$ cat config.mk
export PLATFORM = sky130hd
export DESIGN_NAME = sfsf_front_end
export DESIGN_NICKNAME = d
export VERILOG_FILES = /design/src/hdl/sfsf_pkg.sv /design/src/hdl/sfsf_front_end.sv
export VERILOG_INCLUDE_DIRS = /design/src /design/src/hdl
export SDC_FILE = /design/constraint.sdc
export NUM_CORES = 1
export LEC_CHECK = 0
export CORE_MARGIN = 2
export CORE_UTILIZATION = 25
export DETAILED_ROUTE_END_ITERATION = 12
export DONT_BUFFER_PORTS = 1
export PLACE_DENSITY = 0.5
export SLEW_MARGIN = 5
export SYNTH_ARGS = -nofsm -noshare
export SYNTH_HDL_FRONTEND = slang
export SYNTH_SLANG_ARGS = --single-unit
$ cat constraint.sdc
create_clock -name i_mclk -period 1.7 [get_ports i_mclk]
set_input_delay 0 -clock i_mclk [delete_from_list [all_inputs] [get_ports i_mclk]]
set_output_delay 0 -clock i_mclk [all_outputs]
set_load 0.01 [all_outputs]
$ cat src/hdl/sfsf_consts.svh
// constants for the serial flash front end
// assumes inclusion by bare name from the package and the design
`ifndef SFSF_CONSTS_SVH
`define SFSF_CONSTS_SVH
`define SFSF_MCLK_MHZ 100
`define SFSF_SCK_MAX_MHZ 66
`define SFSF_BYTE_BITS 8
`define SFSF_BIT_MSB 3'h7
`define SFSF_BIT_ZERO 3'h0
`define SFSF_PAGE_BYTES 256
`define SFSF_SECTORS 16
`define SFSF_SEC_W 4
`define SFSF_IDX_W 9
`define SFSF_IDX_ZERO 9'h000
`define SFSF_IDX_ONE 9'h001
`endif

$ cat src/hdl/sfsf_pkg.sv
// types for the serial flash front end
// assumes sfsf_consts.svh on the include path
`default_nettype none
`include "sfsf_consts.svh"
package sfsf_pkg;
    // one-hot frame states
    typedef enum logic [3:0] {
        SFSF_ST_STANDBY = 4'h1,
        SFSF_ST_CMD = 4'h2,
        SFSF_ST_DATA = 4'h4,
        SFSF_ST_WAIT = 4'h8
    } sfsf_state_t;
    typedef logic [`SFSF_BYTE_BITS-1:0] sfsf_byte_t;
    typedef logic [`SFSF_SECTORS-1:0] sfsf_prot_t;
    typedef logic [`SFSF_SEC_W-1:0] sfsf_sec_t;
    typedef logic [`SFSF_IDX_W-1:0] sfsf_idx_t;
endpackage
`default_nettype wire

$ cat src/hdl/sfsf_front_end.sv
// serial flash front end: spi slave framing, shifting and sector protection
// assumes a command layer beside it that decodes opcodes, runs the array
// and reports busy and verify failures; all pins are asynchronous to i_mclk
// Operation
// - deselect enters standby, never deep power-down
// - output undriven while deselected
// - input ignored while deselected
// - chip select fall starts new command
// - chip select rise ends the sequence
// - standby waits for self-timed cycle end
// - input sampled on serial clock rise
// - output changes only on serial clock fall, or clears to zero at chip select fall
// - both idle clock levels work
// - all host data enters on serial input
// - serial clock up to 16 MHz: 100 MHz i_mclk over 2 * SYNC_STAGES + 2 clocks
// - program one to 256 bytes
// - erase 4K, 32K, 64K blocks, whole array
// - sixteen independently protected 64K sectors
// - global protect and unprotect of all sectors
// - verify failures readable by host
// - identification read returns maker and device
// - pause ignores clock, input; output undriven
// - lock input active low, pulled high
`timescale 1ns/1ps
`include "sfsf_consts.svh"
`default_nettype none
module sfsf_front_end #(
    parameter int SYNC_STAGES = 2 // flip-flops per pin synchroniser
) (
    input wire logic i_mclk, // system clock, 100 MHz
    input wire logic i_reset_n, // synchronous reset, active low
    input wire logic i_cs_n, // chip select pin, active low
    input wire logic i_sck, // serial clock pin
    input wire logic i_si, // serial input pin
    input wire logic i_pause_n, // pause pin, active low
    input wire logic i_lock_n, // hardware lock pin, active low
    output logic o_so, // serial output value
    output logic o_so_oe, // serial output enable, high drives
    input wire logic i_tx_en, // command layer wants read data driven
    input wire sfsf_pkg::sfsf_byte_t i_tx_data, // next byte to shift out
    output logic o_tx_req, // pulse: supply next tx byte
    output logic o_frame_start, // pulse: frame opened
    output logic o_frame_end, // pulse: frame closed after a whole opcode
    output logic o_op_valid, // pulse: opcode byte received
    output sfsf_pkg::sfsf_byte_t o_op_code, // last opcode
    output logic o_byte_valid, // pulse: address or data byte received
    output sfsf_pkg::sfsf_byte_t o_byte_data, // last address or data byte
    output sfsf_pkg::sfsf_idx_t o_byte_index, // bytes after opcode, saturating
    input wire logic i_busy, // self-timed program or erase running
    output logic o_standby, // device in standby
    input wire logic i_fail_set, // pulse: verify failure of last operation
    input wire logic i_fail_clr, // pulse: host cleared the failure flag
    output logic o_fail, // sticky verify failure
    input wire logic i_prot_set, // pulse: protect one sector
    input wire logic i_prot_clr, // pulse: unprotect one sector
    input wire sfsf_pkg::sfsf_sec_t i_prot_sec, // sector for set or clear
    input wire logic i_prot_all_set, // pulse: protect every sector
    input wire logic i_prot_all_clr, // pulse: unprotect every sector
    output sfsf_pkg::sfsf_prot_t o_prot, // protection bits per sector
    output logic o_locked // protection changes refused
);
    import sfsf_pkg::*;

    // oversampling needs a few system clocks per serial phase; a true 66 MHz
    // link needs a faster i_mclk, so the rate here is an elaboration check
    localparam int SCK_MIN_MCLK = 2 * SYNC_STAGES + 2; // cycles per sck period
    localparam int SCK_CAP_MHZ = `SFSF_MCLK_MHZ / SCK_MIN_MCLK; // served rate
    // refuse a synchroniser too short to be safe, or a link rate of nothing
    if (SYNC_STAGES < 2 || SCK_CAP_MHZ < 1) begin : g_bad_params
        $error("sfsf_front_end: at least two sync stages needed");
    end

    // pin synchronisers: first stage feeds only the next stage
    logic [SYNC_STAGES-1:0] cs_sync_reg;
    logic [SYNC_STAGES-1:0] sck_sync_reg;
    logic [SYNC_STAGES-1:0] si_sync_reg;
    logic [SYNC_STAGES-1:0] pause_sync_reg;
    logic [SYNC_STAGES-1:0] lock_sync_reg;
    always_ff @(posedge i_mclk) begin
        if (!i_reset_n) begin
            cs_sync_reg <= '1; // deselected
            sck_sync_reg <= '0;
            si_sync_reg <= '0;
            pause_sync_reg <= '1; // not paused
            lock_sync_reg <= '1; // pulled high: unlocked
        end else begin
            cs_sync_reg <= {cs_sync_reg[SYNC_STAGES-2:0], i_cs_n};
            sck_sync_reg <= {sck_sync_reg[SYNC_STAGES-2:0], i_sck};
            si_sync_reg <= {si_sync_reg[SYNC_STAGES-2:0], i_si};
            pause_sync_reg <= {pause_sync_reg[SYNC_STAGES-2:0], i_pause_n};
            lock_sync_reg <= {lock_sync_reg[SYNC_STAGES-2:0], i_lock_n};
        end
    end
    logic cs_n_s; // synchronised chip select
    logic sck_s; // synchronised serial clock
    logic si_s; // synchronised serial input
    logic pause_n_s; // synchronised pause
    assign cs_n_s = cs_sync_reg[SYNC_STAGES-1];
    assign sck_s = sck_sync_reg[SYNC_STAGES-1];
    assign si_s = si_sync_reg[SYNC_STAGES-1];
    assign pause_n_s = pause_sync_reg[SYNC_STAGES-1];

    // edge history on synchronised levels
    logic cs_n_d_reg; // chip select one cycle back
    logic sck_d_reg; // serial clock one cycle back
    always_ff @(posedge i_mclk) begin
        if (!i_reset_n) begin
            cs_n_d_reg <= 1'b1;
            sck_d_reg <= 1'b0;
        end else begin
            cs_n_d_reg <= cs_n_s;
            sck_d_reg <= sck_s;
        end
    end
    logic cs_fall; // frame opens
    logic cs_rise; // frame closes
    logic active; // selected and not paused
    logic sck_rise; // qualified rising edge
    logic sck_fall; // qualified falling edge
    assign cs_fall = cs_n_d_reg && !cs_n_s;
    assign cs_rise = !cs_n_d_reg && cs_n_s;
    assign active = !cs_n_s && pause_n_s;
    // idle level is never looked at, only edges, so mode 0 and 3 both work
    assign sck_rise = active && !sck_d_reg && sck_s;
    assign sck_fall = active && sck_d_reg && !sck_s;

    // frame state machine
    sfsf_state_t state_reg;
    sfsf_state_t state_next;
    logic [2:0] bit_cnt_reg; // bit position within the current byte
    logic byte_done; // eighth bit arrives now
    assign byte_done = sck_rise && (bit_cnt_reg == `SFSF_BIT_MSB);
    always_comb begin
        state_next = state_reg;
        case (state_reg)
            SFSF_ST_STANDBY: begin
                if (cs_fall) begin
                    state_next = SFSF_ST_CMD;
                end
            end
            SFSF_ST_CMD: begin
                if (cs_rise) begin
                    state_next = i_busy ? SFSF_ST_WAIT : SFSF_ST_STANDBY;
                end else if (byte_done) begin
                    state_next = SFSF_ST_DATA;
                end
            end
            SFSF_ST_DATA: begin
                if (cs_rise) begin
                    state_next = i_busy ? SFSF_ST_WAIT : SFSF_ST_STANDBY;
                end
            end
            SFSF_ST_WAIT: begin
                // self-timed cycle still running; a new frame may still open
                if (cs_fall) begin
                    state_next = SFSF_ST_CMD;
                end else if (!i_busy) begin
                    state_next = SFSF_ST_STANDBY;
                end
            end
            default: begin
                state_next = SFSF_ST_STANDBY;
            end
        endcase
    end
    always_ff @(posedge i_mclk) begin
        if (!i_reset_n) begin
            state_reg <= SFSF_ST_STANDBY;
        end else begin
            state_reg <= state_next;
        end
    end
    // standby is only ever standby; deep power-down is not reachable here
    assign o_standby = (state_reg == SFSF_ST_STANDBY);

    // receive shifter: msb first, every byte on serial input only
    sfsf_byte_t rx_sh_reg; // bits collected so far
    sfsf_byte_t rx_byte; // byte completed this cycle
    assign rx_byte = {rx_sh_reg[`SFSF_BYTE_BITS-2:0], si_s};
    always_ff @(posedge i_mclk) begin
        if (!i_reset_n || cs_fall) begin
            bit_cnt_reg <= `SFSF_BIT_ZERO; // fresh count per frame
            rx_sh_reg <= '0;
        end else if (sck_rise) begin
            bit_cnt_reg <= bit_cnt_reg + 3'h1;
            rx_sh_reg <= rx_byte;
        end
    end

    // received byte reporting
    always_ff @(posedge i_mclk) begin
        if (!i_reset_n) begin
            o_op_valid <= 1'b0;
            o_byte_valid <= 1'b0;
            o_op_code <= '0;
            o_byte_data <= '0;
            o_byte_index <= `SFSF_IDX_ZERO;
        end else begin
            o_op_valid <= byte_done && (state_reg == SFSF_ST_CMD);
            o_byte_valid <= byte_done && (state_reg == SFSF_ST_DATA);
            if (cs_fall) begin
                o_byte_index <= `SFSF_IDX_ZERO;
            end else if (byte_done && (state_reg == SFSF_ST_CMD)) begin
                o_op_code <= rx_byte;
            end else if (byte_done && (state_reg == SFSF_ST_DATA)) begin
                o_byte_data <= rx_byte;
                // saturates so long page programs never wrap the count
                if (o_byte_index != '1) begin
                    o_byte_index <= o_byte_index + `SFSF_IDX_ONE;
                end
            end
        end
    end

    // frame pulses for the command layer
    always_ff @(posedge i_mclk) begin
        if (!i_reset_n) begin
            o_frame_start <= 1'b0;
            o_frame_end <= 1'b0;
        end else begin
            o_frame_start <= cs_fall;
            o_frame_end <= cs_rise && (state_reg == SFSF_ST_DATA);
        end
    end

    // transmit shifter: new bit only on a falling serial clock edge
    sfsf_byte_t tx_sh_reg; // remaining bits of the byte in flight
    always_ff @(posedge i_mclk) begin
        if (!i_reset_n || cs_fall) begin
            o_so <= 1'b0;
            tx_sh_reg <= '0;
        end else if (sck_fall) begin
            if (bit_cnt_reg == `SFSF_BIT_ZERO) begin
                o_so <= i_tx_data[`SFSF_BYTE_BITS-1];
                tx_sh_reg <= {i_tx_data[`SFSF_BYTE_BITS-2:0], 1'b0};
            end else begin
                o_so <= tx_sh_reg[`SFSF_BYTE_BITS-1];
                tx_sh_reg <= {tx_sh_reg[`SFSF_BYTE_BITS-2:0], 1'b0};
            end
        end
    end
    // request the next byte as soon as a byte boundary passes
    always_ff @(posedge i_mclk) begin
        if (!i_reset_n) begin
            o_tx_req <= 1'b0;
        end else begin
            o_tx_req <= byte_done || cs_fall;
        end
    end
    // pin driven only while selected, not paused and reading
    assign o_so_oe = active && i_tx_en && !o_standby;

    // sector protection; lock pin freezes the bits against changes
    logic lock_n_s; // synchronised lock pin
    assign lock_n_s = lock_sync_reg[SYNC_STAGES-1];
    assign o_locked = !lock_n_s;
    wire sfsf_prot_t prot_next; // per-sector next value; all-sector pulses win
    genvar g;
    generate
        for (g = 0; g < `SFSF_SECTORS; g = g + 1) begin : g_prot
            assign prot_next[g] = i_prot_all_set ? 1'b1 :
                i_prot_all_clr ? 1'b0 :
                (i_prot_set && (i_prot_sec == sfsf_sec_t'(g))) ? 1'b1 :
                (i_prot_clr && (i_prot_sec == sfsf_sec_t'(g))) ? 1'b0 : o_prot[g];
        end
    endgenerate
    // one register for all sectors, so a single process owns every bit
    always_ff @(posedge i_mclk) begin
        if (!i_reset_n) begin
            o_prot <= '1; // protected out of reset
        end else if (lock_n_s) begin
            o_prot <= prot_next;
        end
    end

    // sticky verify failure: a set in the clear cycle wins
    always_ff @(posedge i_mclk) begin
        if (!i_reset_n) begin
            o_fail <= 1'b0;
        end else if (i_fail_set) begin
            o_fail <= 1'b1;
        end else if (i_fail_clr) begin
            o_fail <= 1'b0;
        end
    end

    // checks
    chk_oe_deselect: assert property (@(posedge i_mclk) disable iff (!i_reset_n)
        cs_n_s |-> !o_so_oe) else $error("output driven while deselected");
    chk_oe_pause: assert property (@(posedge i_mclk) disable iff (!i_reset_n)
        !pause_n_s |-> !o_so_oe) else $error("output driven while paused");
    chk_no_capture: assert property (@(posedge i_mclk) disable iff (!i_reset_n)
        cs_n_s |=> $stable(rx_sh_reg)) else $error("bit taken while deselected");
    chk_so_on_fall: assert property (@(posedge i_mclk) disable iff (!i_reset_n)
        $changed(o_so) |-> $past(sck_fall) || $past(cs_fall))
        else $error("output changed off a falling edge");
    chk_cmd_start: assert property (@(posedge i_mclk) disable iff (!i_reset_n)
        cs_fall |=> state_reg == SFSF_ST_CMD && bit_cnt_reg == `SFSF_BIT_ZERO)
        else $error("frame did not open");
    chk_wait_busy: assert property (@(posedge i_mclk) disable iff (!i_reset_n)
        cs_rise && i_busy && !o_standby |=> !o_standby)
        else $error("standby entered while busy");
    chk_standby_idle: assert property (@(posedge i_mclk) disable iff (!i_reset_n)
        state_reg == SFSF_ST_WAIT && !i_busy && !cs_fall |=> o_standby)
        else $error("standby not entered after cycle");
    chk_opcode_shift: assert property (@(posedge i_mclk) disable iff (!i_reset_n)
        byte_done && state_reg == SFSF_ST_CMD |=> o_op_valid && o_op_code == $past(rx_byte))
        else $error("opcode not reported");
    chk_partial_drop: assert property (@(posedge i_mclk) disable iff (!i_reset_n)
        cs_rise && state_reg == SFSF_ST_CMD |=> !o_op_valid && !o_frame_end)
        else $error("partial opcode acted on");
    chk_fail_sticky: assert property (@(posedge i_mclk) disable iff (!i_reset_n)
        i_fail_set |=> o_fail) else $error("failure flag lost");
    chk_lock_hold: assert property (@(posedge i_mclk) disable iff (!i_reset_n)
        o_locked |=> $stable(o_prot)) else $error("protection changed while locked");
endmodule // sfsf_front_end
`default_nettype wire

==> results.json <==
{
  "p_leak_nw": 1.93,
  "die_w_um": 123,
  "fin_skew_ns": 0.00510,
  "setup_ws_ns": -0.131,
  "clkSlewWorstSetupHoldPaths_ns": 0.06,
  "tightest_slew_ns": 0.706,
  "hold_viol": 12,
  "power_density_nw_per_um2": 929,
  "grt_pass1_vias": 3048,
  "cpMaxStageDelayCell": "or4b_4",
  "largest-register": "o_prot",
  "finalNetCount": 495,
  "crit_chain": "or4b_4, or4b_4, mux2i_1, nor2_1",
  "cts-root-buf": "clkbuf_16",
  "synthTopCellsByArea": "dfxtp_1 (46%), mux2i_1 (7.1%), a21oi_1 (5.2%)",
  "critPathKind": "flip-flop to flip-flop",
  "dpl.cell_count": 588,
  "yosys.area.top_type_share_pct": 45.9,
  "synth_nets": 429,
  "n_fill_cell": 1366,
  "viasPerCell": 4.79,
  "ys.flop_type": "dfxtp_1",
  "netlist_area_um2": 3540,
  "layout_min_cycle_time_ns": 1.83,
  "postRouteAntennaNets": 0,
  "async_flop_share_pct": 0,
  "rsz0062_at_grt": "yes",
  "peakVddDrop_v": 0.000462,
  "antenna_found_initial": 1,
  "fin_tns_setup_ns": -1.05,
  "crit_arrival_ns": 2.06,
  "p_total_mw": 4.54,
  "violations": "hold timing, setup timing",
  "die_area_um2": 15100,
  "synth_edf_count": 0,
  "largest_register_ffs": 16,
  "slew_headroom_pct": 52.3,
  "max_freq_ghz": 0.546,
  "grtUsageTotal_pct": 12.6,
  "path_delay_family": "simple AND/OR/NAND/NOR gates",
  "top_regs": "o_prot: 16 flops, o_byte_index: 9 flops",
  "wl_per_cell_um": 13.9,
  "yosysWarnings": 0,
  "avgSynthCellArea_um2": 8.91,
  "syn_inst": 397,
  "synth-seq-cells": 81,
  "drc_errors": 0,
  "min_path_type": "input port to flip-flop",
  "crit_fanout": 8,
  "cts_max_level": 3,
  "synth.distinct_cells": 46,
  "num_io_pins": 78,
  "firstDrtPassIters": 4,
  "dp_hpwl_mm": 6.16,
  "layout-drive-gt1-share_pct": 20.5,
  "coreArea_um2": 13800,
  "drtIter0Drc": 94,
  "cp_num_buf_inv": 0,
  "holdWs_ns": -0.218,
  "crit_path_frequent_cell": "or4b_4",
  "tritoncts": "built",
  "rows": 43,
  "cp_data_required_time_ns": 1.93,
  "final_cell_area_um2": 4880,
  "critical_path.endpoint_type": "flip-flop",
  "grt-ovfl-total": 0,
  "min_period_over_period_pct": 108,
  "routabilityCongestion": 0.848,
  "synth_seq_area_share_pct": 45.9,
  "fp.dieH_um": 123,
  "cp_slowest_stage_delay_ns": 0.61,
  "initial_core_util_pct": 25.6,
  "syn_to_final_growth_pct": 38.1,
  "dr_total_vias": 3110,
  "drv_cap": 0,
  "fin_cells": 649,
  "grt_max_degree": 36,
  "setup_violations": 11,
  "cts_made_buffers": 9,
  "io_buffers": 0,
  "grt_pass1_wl_mm": 14.6,
  "cts_buffer_depth": 2,
  "clock_latency_ns": 0.34,
  "critPathLaunchType": "flip-flop",
  "outcome": "finished with violations",
  "synth_common_cells": "dfxtp_1 (81), nor2_1 (45), a21oi_1 (37)",
  "wl_mm": 9.01,
  "yosysMostFrequentCell": "dfxtp_1",
  "placed_cell_area_um2": 3960,
  "yosys.area.top_type": "dfxtp_1",
  "clock-sinks": 81,
  "maxSlewViolCount": 0
}
## kinds of logic after synthesis
group	count (synthesis)	synth area share, %
AND/OR/NAND/NOR	135	20.5
AO/OA/AOI/OAI	111	20.0
flip-flops	81	45.9
buffers and inverters	38	4.39
multiplexers	25	7.08
adder cells (fa/ha/maj)	5	1.77
XOR/XNOR	2	0.495
## path summary, 6_finish.rpt
path                                  start                   endpoint  slack, ns  cells past startpoint
hold reg to reg   tx_sh_reg[1]$_SDFFE_PP0P_  tx_sh_reg[1]$_SDFFE_PP0P_       0.47                      2
hold / removal                    i_reset_n  state_reg[3]$_SDFFE_PN0P_      -0.22                      1
setup reg to reg  state_reg[3]$_SDFFE_PN0P_  o_op_code[1]$_SDFFE_PN0P_      -0.13                      4
setup / recovery  state_reg[3]$_SDFFE_PN0P_  o_op_code[1]$_SDFFE_PN0P_      -0.13                      4
## stage by stage
stage	utilization [%]	worst slack, ns
after global routing	35.3	-0.205
after CTS	34.4	-0.149
after global placement	28.6	-0.135
after detailed placement	28.6	-0.161
final	35.3	-0.131
after floorplan	-	-0.159
## worst register-to-register path: stages, from the launching register on
cell	delay [ns]
dfxtp_2	0.32
or4b_4	0.53
or4b_4	0.61
mux2i_1	0.20
nor2_1	0.06
## timing repair
item | 4_1_cts | 5_1_grt
buffers inserted | 3 | 2
setup endpoints to repair | 19 | 30
hold buffers | 40 | 2
pin swaps | 4 | 9
gates resized for setup | 13 | 44
endpoints found under the hold margin | 57 | 17
## area by class of cell
type | count | area (um^2) | area share (%)
Multi-Input combinational cell | 278 | 1920 | 39.2
Sequential cell | 81 | 1630 | 33.4
Timing Repair Buffer | 84 | 762 | 15.6
Clock buffer | 10 | 239 | 4.89
Tap cell | 180 | 225 | 4.61
Clock inverter | 6 | 75.1 | 1.54
Inverter | 9 | 33.8 | 0.692
Antenna cell | 1 | 2.50 | 0.0512
## metal layers
| layer | up-vias | global-route usage (%) | routed length, um |
|---|---|---|---|
| met5 | - | 0 | 0 |
| met4 | 0 | 4.96 | 152 |
| met3 | 10 | 6.27 | 774 |
| met2 | 86 | 20.9 | 4360 |
| met1 | 1445 | 13.6 | 3730 |
| li1 | 1569 | - | - |
## report_power, final
part           switching [mW]  internal, mW
combinational           0.241         0.266
clock                   0.816          1.20
sequential             0.0548          1.96
## cells in the final DEF (no fill, tap or decap), types with 13 or more instances in the layout
cell           Yosys  final
nand2_1           27     27
dfxtp_1           81     73
mux2i_1           25     24
nand2b_1          13     13
o21ai_0           24     13
nor2_1            45     44
a21oi_1           37     34
buf_4              0     35
o311ai_0          16     13
dlygate4sd3_1      0     42
(Power assumes the default switching activity.)
